## src/hw/asp_pkg.sv

```systemverilog
package asp_pkg;
   // -------------------------------------------------------------------
   // Register map
   // -------------------------------------------------------------------
   localparam logic [7:0] ASP_CTRL_OFS = 8'h00;
   localparam logic [7:0] ASP_GPDIR_OFS = 8'h04;
   localparam logic [7:0] ASP_GPPOL_OFS = 8'h08;
   localparam logic [7:0] ASP_GPEDGE_OFS = 8'h0c;
   localparam logic [7:0] ASP_GPOUT_OFS = 8'h10;
   localparam logic [7:0] ASP_GPIN_OFS = 8'h14;
   localparam logic [7:0] ASP_TXL_OFS = 8'h18;
   localparam logic [7:0] ASP_TXR_OFS = 8'h1c;
   localparam logic [7:0] ASP_RXL_OFS = 8'h20;
   localparam logic [7:0] ASP_RXR_OFS = 8'h24;
   localparam logic [7:0] ASP_STAT_OFS = 8'h28;
   localparam logic [7:0] ASP_SPD_OFS = 8'h2c;
   // Control fields.
   localparam int ASP_C_DAC = 0;
   localparam int ASP_C_RST1 = 1;
   localparam int ASP_C_RST2 = 2;
   localparam int ASP_C_AUXEN = 3;
   localparam int ASP_C_AUXOUT = 4;
   localparam int ASP_C_MCLKEN = 5;
   localparam int ASP_C_SPDEN = 6;
   localparam logic [31:0] ASP_CTRL_RST = 32'h0000_0000;
   // -------------------------------------------------------------------
   // Timing
   // -------------------------------------------------------------------
   localparam int ASP_SLOT_BITS = 256;
   localparam int ASP_SYNC_BITS = 16;
   localparam int ASP_AUX_CDIV = 4;
   localparam int ASP_AUX_FDIV = 64;
   localparam int ASP_MCLK_MUL = 256;
   localparam int ASP_DAC_HALF = 2;
   localparam int ASP_WORD = 16;
   localparam int ASP_GP_W = 8;
endpackage

```

## src/hw/asp_core.sv

```systemverilog
`timescale 1ns/1ps
module asp_core
   import asp_pkg::*;
(
   // Clock and reset
   input wire logic clk_i,
   input wire logic rst_i,
   // Wishbone slave
   input wire logic cyc_i,
   input wire logic stb_i,
   input wire logic we_i,
   input wire logic [7:0] adr_i,
   input wire logic [3:0] sel_i,
   input wire logic [31:0] dat_i,
   output logic [31:0] dat_o,
   output logic ack_o,
   // Primary link
   input wire logic primary_link_bit_clock_i,
   output logic primary_link_bit_clock_o,
   output logic primary_link_bit_clock_oe_n_o,
   output logic primary_link_frame_sync_o,
   output logic primary_link_data_out_o,
   output logic primary_link_reset_n_o,
   input wire logic primary_link_data_in_i,
   input wire logic second_codec_data_in_i,
   // Second link
   input wire logic second_link_bit_clock_i,
   output logic second_link_frame_sync_o,
   output logic second_link_data_out_o,
   output logic second_link_reset_n_o,
   // Video port
   input wire logic video_port_bit_clock_i,
   input wire logic video_port_lr_clock_i,
   input wire logic video_port_data_in_i,
   // Digital audio
   output logic digital_audio_out_o,
   input wire logic digital_audio_in_i,
   // Extended I/O, bits 3..6 double as the aux port
   input wire logic [7:0] extended_gp_io_i,
   output logic [7:0] extended_gp_io_o,
   output logic [7:0] extended_gp_io_oe_n_o,
   // DAC master clock
   output logic dac_master_clock_o
);
   import asp_pkg::*;

   // -------------------------------------------------------------------
   // Helpers
   // -------------------------------------------------------------------
   function automatic logic rise(input logic prev, input logic cur);
      rise = cur & ~prev;
   endfunction

   function automatic logic [31:0] wmask(input logic [31:0] old,
         input logic [31:0] nw, input logic [3:0] sel);
      for (int i = 0; i < 4; i++) begin
         old[i*8 +: 8] = sel[i] ? nw[i*8 +: 8] : old[i*8 +: 8];
      end
      wmask = old;
   endfunction

   // -------------------------------------------------------------------
   // State
   // -------------------------------------------------------------------
   logic [31:0] ctrl_q, ctrl_d;
   logic [7:0] gdir_q, gdir_d, gpol_q, gpol_d, gedge_q, gedge_d;
   logic [7:0] gout_q, gout_d, gin_q, gin_d, gprev_q, gprev_d;
   logic [15:0] txl_q, txl_d, txr_q, txr_d, rxl_q, rxl_d, rxr_q, rxr_d;
   logic [15:0] spd_q, spd_d;
   logic [31:0] dat_q, dat_d;
   logic ack_q, ack_d;
   // Link clock samples and dividers.
   logic bc1_q, bc1_d, bc2_q, bc2_d, vbc_q, vbc_d;
   logic [7:0] slot1_q, slot1_d, slot2_q, slot2_d;
   logic [7:0] div_q, div_d;
   logic [1:0] dac_q, dac_d;
   logic [15:0] sh1_q, sh1_d, sh2_q, sh2_d, vsh_q, vsh_d;
   logic [15:0] ain_q, ain_d, aout_q, aout_d;
   logic [15:0] vword_q, vword_d;
   logic [4:0] abit_q, abit_d;
   logic afr_q, afr_d, abc_q, abc_d;
   logic [4:0] sbit_q, sbit_d;
   logic bmc_q, bmc_d, shalf_q, shalf_d;
   logic dprev_q, dprev_d;
   logic [7:0] dtrans_q, dtrans_d;
   logic prst1_q, prst1_d, prst2_q, prst2_d;

   logic dac, auxen, auxout, acc, wr;
   logic r1, r2, rv, aux_clk, aux_fr, aux_clk_r, pin_ac, pin_af;
   logic [7:0] gp_eff, gp_ev;
   logic [31:0] txl_w, txr_w, spd_w;

   assign dac = ctrl_q[ASP_C_DAC];
   assign auxen = ctrl_q[ASP_C_AUXEN];
   assign auxout = ctrl_q[ASP_C_AUXOUT] & ~dac;
   assign acc = cyc_i & stb_i & ~ack_q;
   assign wr = acc & we_i;
   assign r1 = rise(bc1_q, primary_link_bit_clock_i);
   assign r2 = rise(bc2_q, second_link_bit_clock_i);
   assign rv = rise(vbc_q, video_port_bit_clock_i);
   // Aux clocks share one counter so frame edges never slip off clock edges.
   assign aux_clk = div_q[1];
   assign aux_fr = div_q[7];
   assign pin_ac = auxout ? aux_clk : extended_gp_io_i[3];
   assign pin_af = auxout ? aux_fr : extended_gp_io_i[4];
   assign aux_clk_r = rise(abc_q, pin_ac);
   assign gp_eff = extended_gp_io_i ^ gpol_q;
   assign gp_ev = gedge_q & (gp_eff & ~gprev_q);
   assign txl_w = wmask({16'h0, txl_q}, dat_i, sel_i);
   assign txr_w = wmask({16'h0, txr_q}, dat_i, sel_i);
   assign spd_w = wmask({16'h0, spd_q}, dat_i, sel_i);

   // -------------------------------------------------------------------
   // Next state
   // -------------------------------------------------------------------
   always_comb begin
      ctrl_d = ctrl_q;
      gdir_d = gdir_q;
      gpol_d = gpol_q;
      gedge_d = gedge_q;
      gout_d = gout_q;
      txl_d = txl_q;
      txr_d = txr_q;
      spd_d = spd_q;
      dat_d = dat_q;
      ack_d = acc;
      gprev_d = gp_eff;
      // Edge bits stay set until software writes one; a new edge wins.
      gin_d = (gedge_q & gin_q) | (~gedge_q & gp_eff) | gp_ev;
      if (wr) begin
         case (adr_i)
            ASP_CTRL_OFS: ctrl_d = wmask(ctrl_q, dat_i, sel_i);
            ASP_GPDIR_OFS: if (sel_i[0]) gdir_d = dat_i[7:0];
            ASP_GPPOL_OFS: if (sel_i[0]) gpol_d = dat_i[7:0];
            ASP_GPEDGE_OFS: if (sel_i[0]) gedge_d = dat_i[7:0];
            ASP_GPOUT_OFS: if (sel_i[0]) gout_d = dat_i[7:0];
            ASP_GPIN_OFS: if (sel_i[0]) begin
               gin_d = (gin_q & ~(dat_i[7:0] & gedge_q)) | gp_ev
                     | (~gedge_q & gp_eff);
            end
            ASP_TXL_OFS: txl_d = txl_w[15:0];
            ASP_TXR_OFS: txr_d = txr_w[15:0];
            ASP_SPD_OFS: spd_d = spd_w[15:0];
            default: ;
         endcase
      end
      if (acc && !we_i) begin
         case (adr_i)
            ASP_CTRL_OFS: dat_d = ctrl_q;
            ASP_GPDIR_OFS: dat_d = {24'h0, gdir_q};
            ASP_GPPOL_OFS: dat_d = {24'h0, gpol_q};
            ASP_GPEDGE_OFS: dat_d = {24'h0, gedge_q};
            ASP_GPOUT_OFS: dat_d = {24'h0, gout_q};
            ASP_GPIN_OFS: dat_d = {24'h0, gin_q};
            ASP_TXL_OFS: dat_d = {16'h0, txl_q};
            ASP_TXR_OFS: dat_d = {16'h0, txr_q};
            ASP_RXL_OFS: dat_d = {16'h0, rxl_q};
            ASP_RXR_OFS: dat_d = {16'h0, rxr_q};
            ASP_STAT_OFS: dat_d = {dtrans_q, vword_q, 8'h0};
            ASP_SPD_OFS: dat_d = {16'h0, spd_q};
            default: dat_d = 32'h0000_0000;
         endcase
      end
   end

   always_comb begin
      bc1_d = primary_link_bit_clock_i;
      bc2_d = second_link_bit_clock_i;
      vbc_d = video_port_bit_clock_i;
      abc_d = pin_ac;
      slot1_d = slot1_q;
      slot2_d = slot2_q;
      sh1_d = sh1_q;
      sh2_d = sh2_q;
      vsh_d = vsh_q;
      vword_d = vword_q;
      div_d = div_q;
      dac_d = dac_q + 2'd1;
      ain_d = ain_q;
      aout_d = aout_q;
      abit_d = abit_q;
      afr_d = afr_q;
      rxl_d = rxl_q;
      rxr_d = rxr_q;
      // Frame counters run from the bit clock pins; the core drives the primary one itself in DAC mode.
      if (r1) begin
         slot1_d = slot1_q + 8'd1;
         sh1_d = {sh1_q[14:0], primary_link_data_in_i};
         div_d = div_q + 8'd1;
      end
      if (r2) begin
         slot2_d = slot2_q + 8'd1;
         sh2_d = {sh2_q[14:0], second_codec_data_in_i};
      end
      if (rv) begin
         vsh_d = {vsh_q[14:0], video_port_data_in_i};
         if (video_port_lr_clock_i) vword_d = vsh_q;
      end
      if (auxen && aux_clk_r) begin
         ain_d = {ain_q[14:0], extended_gp_io_i[5]};
         aout_d = {aout_q[14:0], 1'b0};
         abit_d = abit_q + 5'd1;
         afr_d = pin_af;
         // Words go MSB first after the frame edge and the rest of the slot
         // is padding, so a word is taken once its last bit is in.
         if (abit_q == 5'(ASP_WORD - 1)) begin
            if (afr_q) rxr_d = ain_d;
            else rxl_d = ain_d;
         end
         if (pin_af != afr_q) begin
            aout_d = pin_af ? txr_q : txl_q;
            abit_d = 5'd0;
         end
      end
   end

   // Bi-phase mark: toggle at every cell, toggle mid-cell for a one.
   always_comb begin
      sbit_d = sbit_q;
      bmc_d = bmc_q;
      shalf_d = ~shalf_q;
      dprev_d = digital_audio_in_i;
      dtrans_d = dtrans_q + {7'h0, digital_audio_in_i ^ dprev_q};
      if (ctrl_q[ASP_C_SPDEN]) begin
         if (!shalf_q) bmc_d = ~bmc_q;
         else if (spd_q[sbit_q[3:0]]) bmc_d = ~bmc_q;
         if (shalf_q) sbit_d = sbit_q + 5'd1;
      end
   end

   always_comb begin
      prst1_d = prst1_q;
      prst2_d = prst2_q;
      if (wr && adr_i == ASP_CTRL_OFS && sel_i[0]) begin
         prst1_d = dat_i[ASP_C_RST1];
         prst2_d = dat_i[ASP_C_RST2];
      end
   end

   // -------------------------------------------------------------------
   // Registers
   // -------------------------------------------------------------------
   always_ff @(posedge clk_i) begin
      if (rst_i) begin
         ctrl_q <= ASP_CTRL_RST;
         {gdir_q, gpol_q, gedge_q, gout_q, gin_q, gprev_q} <= 48'h0;
         {txl_q, txr_q, rxl_q, rxr_q, spd_q} <= 80'h0;
         dat_q <= 32'h0;
         ack_q <= 1'b0;
         {bc1_q, bc2_q, vbc_q, abc_q, afr_q} <= 5'h0;
         {slot1_q, slot2_q, div_q} <= 24'h0;
         dac_q <= 2'h0;
         {sh1_q, sh2_q, vsh_q, ain_q, aout_q, vword_q} <= 96'h0;
         abit_q <= 5'h0;
         {sbit_q, bmc_q, shalf_q, dprev_q} <= 8'h0;
         dtrans_q <= 8'h0;
         prst1_q <= 1'b0;
         prst2_q <= 1'b0;
      end else begin
         ctrl_q <= ctrl_d;
         gdir_q <= gdir_d;
         gpol_q <= gpol_d;
         gedge_q <= gedge_d;
         gout_q <= gout_d;
         gin_q <= gin_d;
         gprev_q <= gprev_d;
         txl_q <= txl_d;
         txr_q <= txr_d;
         rxl_q <= rxl_d;
         rxr_q <= rxr_d;
         spd_q <= spd_d;
         dat_q <= dat_d;
         ack_q <= ack_d;
         bc1_q <= bc1_d;
         bc2_q <= bc2_d;
         vbc_q <= vbc_d;
         abc_q <= abc_d;
         afr_q <= afr_d;
         slot1_q <= slot1_d;
         slot2_q <= slot2_d;
         div_q <= div_d;
         dac_q <= dac_d;
         sh1_q <= sh1_d;
         sh2_q <= sh2_d;
         vsh_q <= vsh_d;
         ain_q <= ain_d;
         aout_q <= aout_d;
         vword_q <= vword_d;
         abit_q <= abit_d;
         sbit_q <= sbit_d;
         bmc_q <= bmc_d;
         shalf_q <= shalf_d;
         dprev_q <= dprev_d;
         dtrans_q <= dtrans_d;
         prst1_q <= prst1_d;
         prst2_q <= prst2_d;
      end
   end

   // -------------------------------------------------------------------
   // Outputs
   // -------------------------------------------------------------------
   assign dat_o = dat_q;
   assign ack_o = ack_q;
   // DAC mode runs off the system clock, so no codec clock is needed then.
   assign primary_link_bit_clock_o = dac_q[1];
   assign primary_link_bit_clock_oe_n_o = ~dac;
   // A frame of 128 bit clocks puts the master clock at 256 times the rate.
   assign primary_link_frame_sync_o = dac ? slot1_q[6]
         : (slot1_q < 8'(ASP_SYNC_BITS));
   assign primary_link_data_out_o = sh1_q[15];
   assign primary_link_reset_n_o = prst1_q;
   assign second_link_frame_sync_o = slot2_q < 8'(ASP_SYNC_BITS);
   assign second_link_data_out_o = sh2_q[15];
   assign second_link_reset_n_o = prst2_q;
   assign digital_audio_out_o = bmc_q;
   assign dac_master_clock_o = dac & ctrl_q[ASP_C_MCLKEN]
         & dac_q[0];

   always_comb begin
      extended_gp_io_o = gout_q ^ gpol_q;
      extended_gp_io_oe_n_o = ~gdir_q;
      if (auxen) begin
         extended_gp_io_o[3] = aux_clk;
         extended_gp_io_o[4] = aux_fr;
         extended_gp_io_o[6] = aout_q[15];
         extended_gp_io_oe_n_o[3] = ~auxout;
         extended_gp_io_oe_n_o[4] = ~auxout;
         extended_gp_io_oe_n_o[5] = 1'b1;
         extended_gp_io_oe_n_o[6] = 1'b0;
      end
   end
endmodule

```

## config.mk

```make
export PLATFORM = sky130hd
export DESIGN_NAME = asp_core
export DESIGN_NICKNAME = d
export VERILOG_FILES = /design/src/hw/asp_pkg.sv /design/src/hw/asp_core.sv
export SDC_FILE = /design/constraint.sdc
export NUM_CORES = 1
export LEC_CHECK = 0
export CAP_MARGIN = 0
export CORE_AREA = 2 2 156 173
export DETAILED_ROUTE_END_ITERATION = 7
export DIE_AREA = 0 0 158 175
export DONT_BUFFER_PORTS = 1
export PLACE_DENSITY = 0.76
export SKIP_CTS_REPAIR_TIMING = 1
export SYNTH_ARGS = -nofsm -noshare
export SYNTH_HDL_FRONTEND = slang
export SYNTH_SLANG_ARGS = --single-unit
```

## constraint.sdc

```tcl
create_clock -name clk_i -period 5.6 [get_ports clk_i]
set_input_delay 0.56 -clock clk_i [delete_from_list [all_inputs] [get_ports clk_i]]
set_output_delay 0.56 -clock clk_i [all_outputs]
set_load 0.005 [all_outputs]
```

Word-level counts from Yosys, hierarchy flattened

Cells that the tools add are included.
Widths: inputs -> output; s select.

Flip-flop bits (word level): 342
Bits in latches: 0
Bits in writable memories: 0
Bits in read-only memories: 0
Input port bits: 65
Logic and storage cells: 146
Memories kept: 0

Add/sub/neg operators: 7
$mul: 0
Div/mod/pow operators: 0
$lt $le $gt $ge: 3
Eq/ne operators: 14
Shift operators: 0
Muxes and demuxes: 17
Bitwise gates (word level): 37
Reductions and logical operators: 25

Operators with widths:

| operator            | number |
|---|---|
| $pmux 32 s12        | 1 |
| $and 8x8->8         | 6 |
| $reduce_and 3->1    | 16 |
| $eq 8x5->1 const B  | 4 |
| $eq 8x6->1 const B  | 4 |
| $mux 16             | 2 |
| $not 8->8           | 4 |
| $or 8x8->8          | 4 |
| $add 8x1->8 const B | 3 |
| $mux 8              | 3 |
| $eq 8x4->1 const B  | 2 |
| $lt 8x5->1 const B  | 2 |
| $xor 8x8->8         | 2 |
| $add 5x1->5 const B | 2 |
| $and 1x1->1         | 10 |
| $not 1->1           | 10 |
| $add 8x1->8         | 1 |
| $eq 8x3->1 const B  | 1 |
| $logic_not 8->1     | 1 |
| $mux 1              | 7 |
| $reduce_and 2->1    | 3 |
| $eq 5x4->1 const B  | 1 |
| $lt 4x5->1 const B  | 1 |
| $mux 5              | 1 |
| other kinds (9)     | 12 |

Logic depth before layout (Yosys ltp)

Gate-level depths: netlist of the first run.

Depth in word-level cells: 8
Gate-level depth with buffers: 8
Gate-level depth less buffers: 6

Worst setup path before layout of the first run

OpenSTA, ideal clock, no wires.

Path kind: input to register
From: in adr_i[1]
To: reg gin_q[4]
Setup time: 0.121 ns
Arrival: 1.897 ns
Required time: 5.479 ns
Path slack: 3.582 ns
Stages: 8
Buffers on the path: 3
Path through: clkbuf_1 nor4b_4 and4_1 buf_2 buf_2 nand3_1 o2111ai_1 nand2_1

Longest elaborated chain between the ends: 3

Ends and longest elaborated chain:

| item                   | line            | RTL |
|---|---|---|
| start: declaration     | asp_core.sv:12  | `input wire logic [7:0] adr_i,` |
| $eq 8x5->1             | asp_core.sv:131 | `case (adr_i)` |
| $mux 8                 | asp_core.sv:131 |  |
| $mux 8                 | asp_core.sv:130 | `if (wr) begin` |
| end signal: assignment | asp_core.sv:265 | `gin_q <= gin_d;` |
| end: declaration       | asp_core.sv:67  | `logic [7:0] gout_q, gout_d, gin_q, gin_d, gprev_q, gprev_d;` |

Every way passes these cells.
A chain may end at the register's enable or synchronous reset.

Worst setup path after layout of the first run

From: reg ctrl_q[0]
To: reg abit_q[2]

Longest elaborated chain between the ends: 5

Ends and longest elaborated chain:

| item                                        | line                             | RTL |
|---|---|---|
| start: declaration                          | asp_core.sv:65                   | `logic [31:0] ctrl_q, ctrl_d;` |
| start signal: assignment                    | asp_core.sv:260                  | `ctrl_q <= ctrl_d;` |
| $not 1->1 *                                 | asp_core.sv:95                   | `assign auxout = ctrl_q[ASP_C_AUXOUT] & ~dac;` |
| $and 1x1->1 *                               | asp_core.sv:95                   |  |
| $mux 1 (on tied branches)                   | asp_core.sv:105, asp_core.sv:104 |  |
| $ne 1x1->1 or $and 1x1->1 (tied branches)   | asp_core.sv:210, asp_core.sv:51  |  |
| $mux 5 or $logic_and 1x1->1 (tied branches) | asp_core.sv:210, asp_core.sv:199 |  |
| end signal: assignment                      | asp_core.sv:289                  | `abit_q <= abit_d;` |
| end: declaration                            | asp_core.sv:80                   | `logic [4:0] abit_q, abit_d;` |

Mark *: on every way between the ends. The rest lies on a longest branch, timed or not.

==> flow_summary_export.csv, run 1 <==
group,metric,value,unit
outcome,outcome,"finished, final reports clean",
layout,nNetsFinal,1766,
timing,fin_tns_setup,0,ps
global_routing,grt_max_degree,308,
synth,netlist.area_leader.share,45.9,%
synth,yosysWarnings,0,
timing,timing_hold_violations_final,0,
timing,finalMaxSlewViolations,0,
power_and_ir_drop,clkPwrFrac,47.2,%
critical_path,start_kind,"flop",
floorplanning,ios,124,
layout,final_cell_mix,"nand2_1 (396), dfxtp_1 (341), a21oi_1 (197)",
drt,vias_per_cell,5.96,
synth,synth-edff-count,0,
global_routing,antenna_found_initial,0,
synth,avgSynthCellArea,8.37,um2
synth,synthArstFlopShare,0,%
drt,drt_iter0_markers,1264,
drt,wl,39.3,mm
job,cap_violations,0,
clocking,clk_path_buf_depth,3,
drt,drt-wirelength-per-cell,19.0,um
timing,fmaxAchievable,382,MHz
drt,first_pass_iters,6,
timing,min_period,2620,ps
drt,drc,0,
timing,grt_setup_unrepaired,"no",
clocking,clkTransAtPathRegs,60,ps
floorplanning,core,25900,um2
floorplanning,std_cell_rows,62,
clocking,cts_made_buffers,35,
layout,final_common_cell,"nand2_1",
synth,synthCells,1776,
clocking,h-tree-depth,2,
placed_design,io_buffer_count,0,
timing,clock_skew,14.1,ps
critical_path,reg2regPathDepth,6,
critical_path,crit_fanout,21,
critical_path,arrival,3020,ps
power_and_ir_drop,p_seq_share,50.5,%
worst_hold_path,hold_depth,1,
critical_path,cp-end-kind,"flop",
drt,vias,12331,
power_and_ir_drop,switching_share,21.1,%
synth,syn_nets,1849,
timing,timing.slew.headroom,29.2,%
layout,layout-drive-gt1-share,7.23,%
power_and_ir_drop,p_per_area,305,nW/um2
timing,finalCritPeriodShare,46.8,%
power_and_ir_drop,power.leakage,5.58,nW
clocking,clk_latency,520,ps
power_and_ir_drop,pwr-share-comb,2.4,%
global_routing,grt_pass1_wl,61.7,mm
power_and_ir_drop,peakVddDrop,0.278,mV
clocking,cts_sinks,341,
synth,ys_seq_elements,341,
worst_hold_path,min_path_type,"input pin to flop",
timing,setup_violations,0,
drt,ant_nets,0,
global_routing,grt_pass1_vias,11583,
timing,max_slew.worst_pin.slew,1060,ps
synth,ys_top_cells_by_area,"dfxtp_1 (46%), nand2_1 (10%), mux2i_1 (7.2%)",
layout,areaGrowthSynthToFinish,7.44,%
power_and_ir_drop,switchingPower,0.00103,W
synth,synth_seq_area_share,45.9,%
floorplanning,dieArea,27700,um2
clocking,cts_tree,"done",
floorplanning,die_x,158,um
critical_path,required,6000,ps
global_routing,track_usage,27.9,%
power_and_ir_drop,intPower,0.00384,W
critical_path,crit_type,"flop to flop",
synth,synth.largest_area_cell,"dfxtp_1",
synth,syn-cell-area,14900,um2
synth,synth.distinct_cells,65,
synth,synthFlopType,"dfxtp_1",
layout,nFillCells,2211,
floorplanning,dieHeight,175,um
floorplanning,start_util,57.4,%
placed_design,gp_congestion,0.921,
placed_design,hpwl,26.0,mm
layout,n_antenna_cell,0,
clocking,cts_root_buf,"clkbuf_16",
power_and_ir_drop,total_power,0.00487,W
global_routing,grt_overflow,0,
## cell families after synthesis
family / after synthesis / synth area share (%)
AO/OA/AOI/OAI: 341 / 13.0
XOR/XNOR: 43 / 2.53
adder cells (fa/ha/maj): 8 / 0.673
buffers and inverters: 144 / 4.21
flip-flops: 341 / 45.9
multiplexers: 147 / 10.8
AND/OR/NAND/NOR: 752 / 22.8
## flip-flops by register name (all words and copies together) (netlist names), 15 cells and up
signal / count
ctrl_q: 32
dat_o: 32
aout_q: 16
rxl_q: 16
rxr_q: 16
sh1_q: 16
sh2_q: 16
spd_q: 16
txl_q: 16
txr_q: 16
vsh_q: 16
vword_q: 16
ain_q: 15
## routing by layer
metal	wire, um	vias up	GRT usage, %
li1	-	5941	-
met1	16300	5764	36.3
met2	17700	505	43.4
met3	3570	121	7.42
met4	1670	0	12.3
met5	0	-	0
## synth_stat cells, drive strengths merged, types with 6 or more instances
cell type / number
nand2: 397
dfxtp: 341
a21oi: 197
nand3: 130
nor2: 127
mux2i: 108
clkbuf: 86
o21ai: 65
buf: 50
mux2: 32
a22oi: 29
xor2: 26
xnor2: 17
and3: 13
nand4: 13
nor2b: 13
and2: 10
or3: 10
ha: 8
inv: 8
nand2b: 8
mux4: 7
o2111ai: 7
a22o: 6
a31oi: 6
o22ai: 6
## worst paths after layout
kind	from	to	slack (ps)
hold / removal	adr_i[0]	dat_o[7]	140
setup / recovery	ctrl_q[0]	abit_q[2]	2980
setup reg to reg	ctrl_q[0]	abit_q[2]	2980
hold reg to reg	sh2_q[3]	sh2_q[4]	450
## critical path: stages (launching register included)
cell	delay (ps)
dfxtp_1	510
nand2b_4	230
mux2i_1	410
or2_1	660
buf_4	370
nor2_1	100
a32o_1	230
## power by group through the flow
stage          clock network [W]  logic, W  registers, W
2_1_floorplan                  0  0.000147       0.00251
3_3_place_gp                   0  0.000111       0.00251
3_5_place_dp                   0  0.000113       0.00251
4_1_cts                  0.00232  0.000113       0.00246
5_1_grt                  0.00242  0.000126       0.00246
6_report                 0.00230  0.000115       0.00246
## metrics by stage
| step | instances | utilization [%] | hold slack, ps | setup WS (ps) | instance area [um2] |
|---|---|---|---|---|---|
| 6_report | 2068 | 61.7 | 141 | 2980 | 16000 |
| 5_1_grt | 2068 | 61.7 | 142 | 2820 | 16000 |
| 4_1_cts | 2068 | 61.7 | 131 | 2970 | 16000 |
| 3_5_place_dp | 2008 | 57.3 | 440 | 2700 | 14800 |
| 3_3_place_gp | 2008 | 57.3 | 434 | 2760 | 14800 |
| 2_1_floorplan | 1776 | - | 421 | 3580 | 14900 |
## area by class of cell
type                    count  area [um2]  area share [%]
multi-input cells        1291        7430            46.5
flip-flops and latches    341        6830            42.7
clock buffers              51        1060            6.63
well taps                 352         440            2.76
repair buffers             16         120           0.752
clock inverters             9        70.1           0.439
inverters                   8        30.0           0.188
(Power assumes the default switching activity.)
==> inputs of run 2 (changes only) <==
--- a/config.mk
+++ b/config.mk
@@ -6,11 +6,11 @@
 export NUM_CORES = 1
 export LEC_CHECK = 0
 export CAP_MARGIN = 0
-export CORE_AREA = 2 2 156 173
+export CORE_AREA = 2 2 158 175
 export DETAILED_ROUTE_END_ITERATION = 7
-export DIE_AREA = 0 0 158 175
+export DIE_AREA = 0 0 160 177
 export DONT_BUFFER_PORTS = 1
-export PLACE_DENSITY = 0.76
+export PLACE_DENSITY = 0.77
 export SKIP_CTS_REPAIR_TIMING = 1
 export SYNTH_ARGS = -nofsm -noshare
 export SYNTH_HDL_FRONTEND = slang
==> constraint.sdc (replaced) <==
create_clock -name clk_i -period 2.1 [get_ports clk_i]
set_input_delay 0.21 -clock clk_i [delete_from_list [all_inputs] [get_ports clk_i]]
set_output_delay 0.21 -clock clk_i [all_outputs]
set_load 0.005 [all_outputs]
==> run 2 against run 1 <==
The flow now finishes with violations (negative hold slack). Critical endpoint is now ctrl_q[22]. Sequential power rose to 2.7 times the previous value. Cell count rose by 8.6%. Critical path type unchanged. Largest power group is now clock. Critical path depth fell by 1. Combinational power rose to 4.4 times the previous value. Clock power rose to 2.9 times the previous value. Highest routed layer unchanged. Non-clock buffer count rose by 165. First-iteration DRC count fell by 4.6%. Clock skew fell by 3.1 ps. Setup slack got worse by 2900 ps. Via count rose by 8.2%. Die area rose by 2.4%.
==> flow_summary_export.csv, run 2 (same netlist as run 1, synthesis figures left out) <==
group,metric,value,unit
worst_hold_path,min_path_type,"input pin to flop",
critical_path,reg2reg_to,"ctrl_q[22]",
critical_path,crit_type,"flop to flop",
timing,setup_violations,0,
clocking,clk_latency,530,ps
critical_path,crit_fanout,8,
global_routing,track_usage,27.9,%
timing,grt_setup_unrepaired,"no",
critical_path,required,2540,ps
power_and_ir_drop,p_per_area,774,nW/um2
drt,wl,43.8,mm
drt,drt-wirelength-per-cell,19.5,um
clocking,cts_sinks,341,
power_and_ir_drop,peakVddDrop,0.528,mV
power_and_ir_drop,power.leakage,6.60,nW
drt,vias_per_cell,5.94,
global_routing,grt_pass1_wl,63.7,mm
placed_design,hpwl,27.0,mm
drt,vias,13341,
critical_path,start_kind,"flop",
critical_path,reg2regPathDepth,5,
clocking,clkTransAtPathRegs,60,ps
drt,first_pass_iters,6,
floorplanning,ios,124,
placed_design,io_buffer_count,0,
timing,finalCritPeriodShare,97.1,%
floorplanning,core,26600,um2
timing,finalMaxSlewViolations,0,
floorplanning,dieHeight,177,um
timing,timing.slew.headroom,54.1,%
drt,ant_nets,0,
power_and_ir_drop,intPower,0.0108,W
clocking,cts_root_buf,"clkbuf_16",
timing,fmaxAchievable,490,MHz
floorplanning,dieArea,28300,um2
timing,max_slew.worst_pin.slew,689,ps
layout,nNetsFinal,1932,
layout,layout-drive-gt1-share,8.27,%
timing,clock_skew,11.0,ps
outcome,violations,"negative hold slack",
drt,drt_iter0_markers,1206,
job,cap_violations,0,
global_routing,grt_max_degree,308,
timing,fin_tns_setup,0,ps
critical_path,critPathCapture,"ctrl_q[22]",
timing,timing_hold_violations_final,108,
clocking,cts_made_buffers,36,
power_and_ir_drop,p_seq_share,47.7,%
global_routing,grt_pass1_vias,11826,
floorplanning,start_util,55.8,%
clocking,h-tree-depth,2,
placed_design,gp_congestion,0.919,
power_and_ir_drop,switchingPower,0.00297,W
timing,holdWs,-199,ps
floorplanning,std_cell_rows,63,
critical_path,startpoint,"ack_o",
power_and_ir_drop,pwr-share-comb,3.7,%
clocking,cts_tree,"done",
layout,final_common_cell,"nand2_1",
power_and_ir_drop,switching_share,21.6,%
drt,drc,0,
global_routing,grt_overflow,0,
global_routing,antenna_found_initial,1,
critical_path,cp-end-kind,"flop",
power_and_ir_drop,clkPwrFrac,48.6,%
critical_path,rrSetupSlack,60,ps
critical_path,r2r-start,"ack_o",
critical_path,arrival,2470,ps
floorplanning,die_x,160,um
layout,final_cell_mix,"nand2_1 (396), dfxtp_1 (341), a21oi_1 (197)",
placed_design,dp_cells,2040,
timing,min_period,2040,ps
clocking,clk_path_buf_depth,3,
layout,final_cells,2245,
outcome,outcome,"complete, but fails checks",
layout,areaGrowthSynthToFinish,19.5,%
[run 2: critical path: stages, from the launching register on]
cell and delay [ps]:
dfxtp_1 350, and4b_1 480, and3_1 470, and2_1 340, nand2_1 110, a21oi_1 190
[run 2: stage by stage]
| stage | cell area [um2] | worst slack, ps | power (W) | util, % | hold slack, ps |
|---|---|---|---|---|---|
| 5_1_grt | 17800 | 29.5 | 0.0141 | 66.7 | -228 |
| 2_1_floorplan | 14900 | 275 | 0.00708 | - | 338 |
| 6_report | 17800 | 61.2 | 0.0137 | 66.7 | -199 |
| 4_1_cts | 16400 | 139 | 0.0136 | 61.5 | -225 |
| 3_5_place_dp | 15100 | 249 | 0.00702 | 56.8 | 320 |
| 3_3_place_gp | 15100 | 275 | 0.00701 | 56.8 | 321 |
[run 2: worst min path at each step]
| stage | from | endpoint | slack, ps | cells past startpoint |
|---|---|---|---|---|
| 6_report | rst_i | ain_q[11] | -200 | 1 |
| 5_1_grt | rst_i | ain_q[11] | -230 | 1 |
| 4_1_cts | rst_i | ain_q[11] | -230 | 1 |
| 3_5_place_dp | rst_i | ain_q[11] | 320 | 1 |
| 3_3_place_gp | adr_i[0] | dat_o[7] | 320 | 1 |
| 2_1_floorplan | primary_link_bit_clock_i | bc1_q | 340 | 1 |
[run 2: layout make-up]
class / count / area (um2)
Fill cell: 2084 / 8880
Multi-Input combinational cell: 1291 / 7430
Sequential cell: 341 / 6830
Timing Repair Buffer: 181 / 1780
Clock buffer: 51 / 1060
Tap cell: 357 / 447
Clock inverter: 14 / 186
Inverter: 8 / 30.0
Antenna cell: 2 / 5.00
[run 2: power by group through the flow]
stage	Sequential, W	Combinational, W	Clock [W]
finish	0.00656	0.000505	0.00668
detailed placement	0.00670	0.000322	0
CTS	0.00655	0.000324	0.00672
global placement	0.00670	0.000316	0
global route	0.00656	0.000533	0.00701
floorplan	0.00669	0.000392	0
[run 2: layer usage]
layer	up-vias	part of all wire [%]	GRT usage, %
li1	6282	-	-
met1	6357	40	35.7
met2	575	47	44.6
met3	127	9.0	7.12
met4	0	3.8	12.8
met5	-	0	0
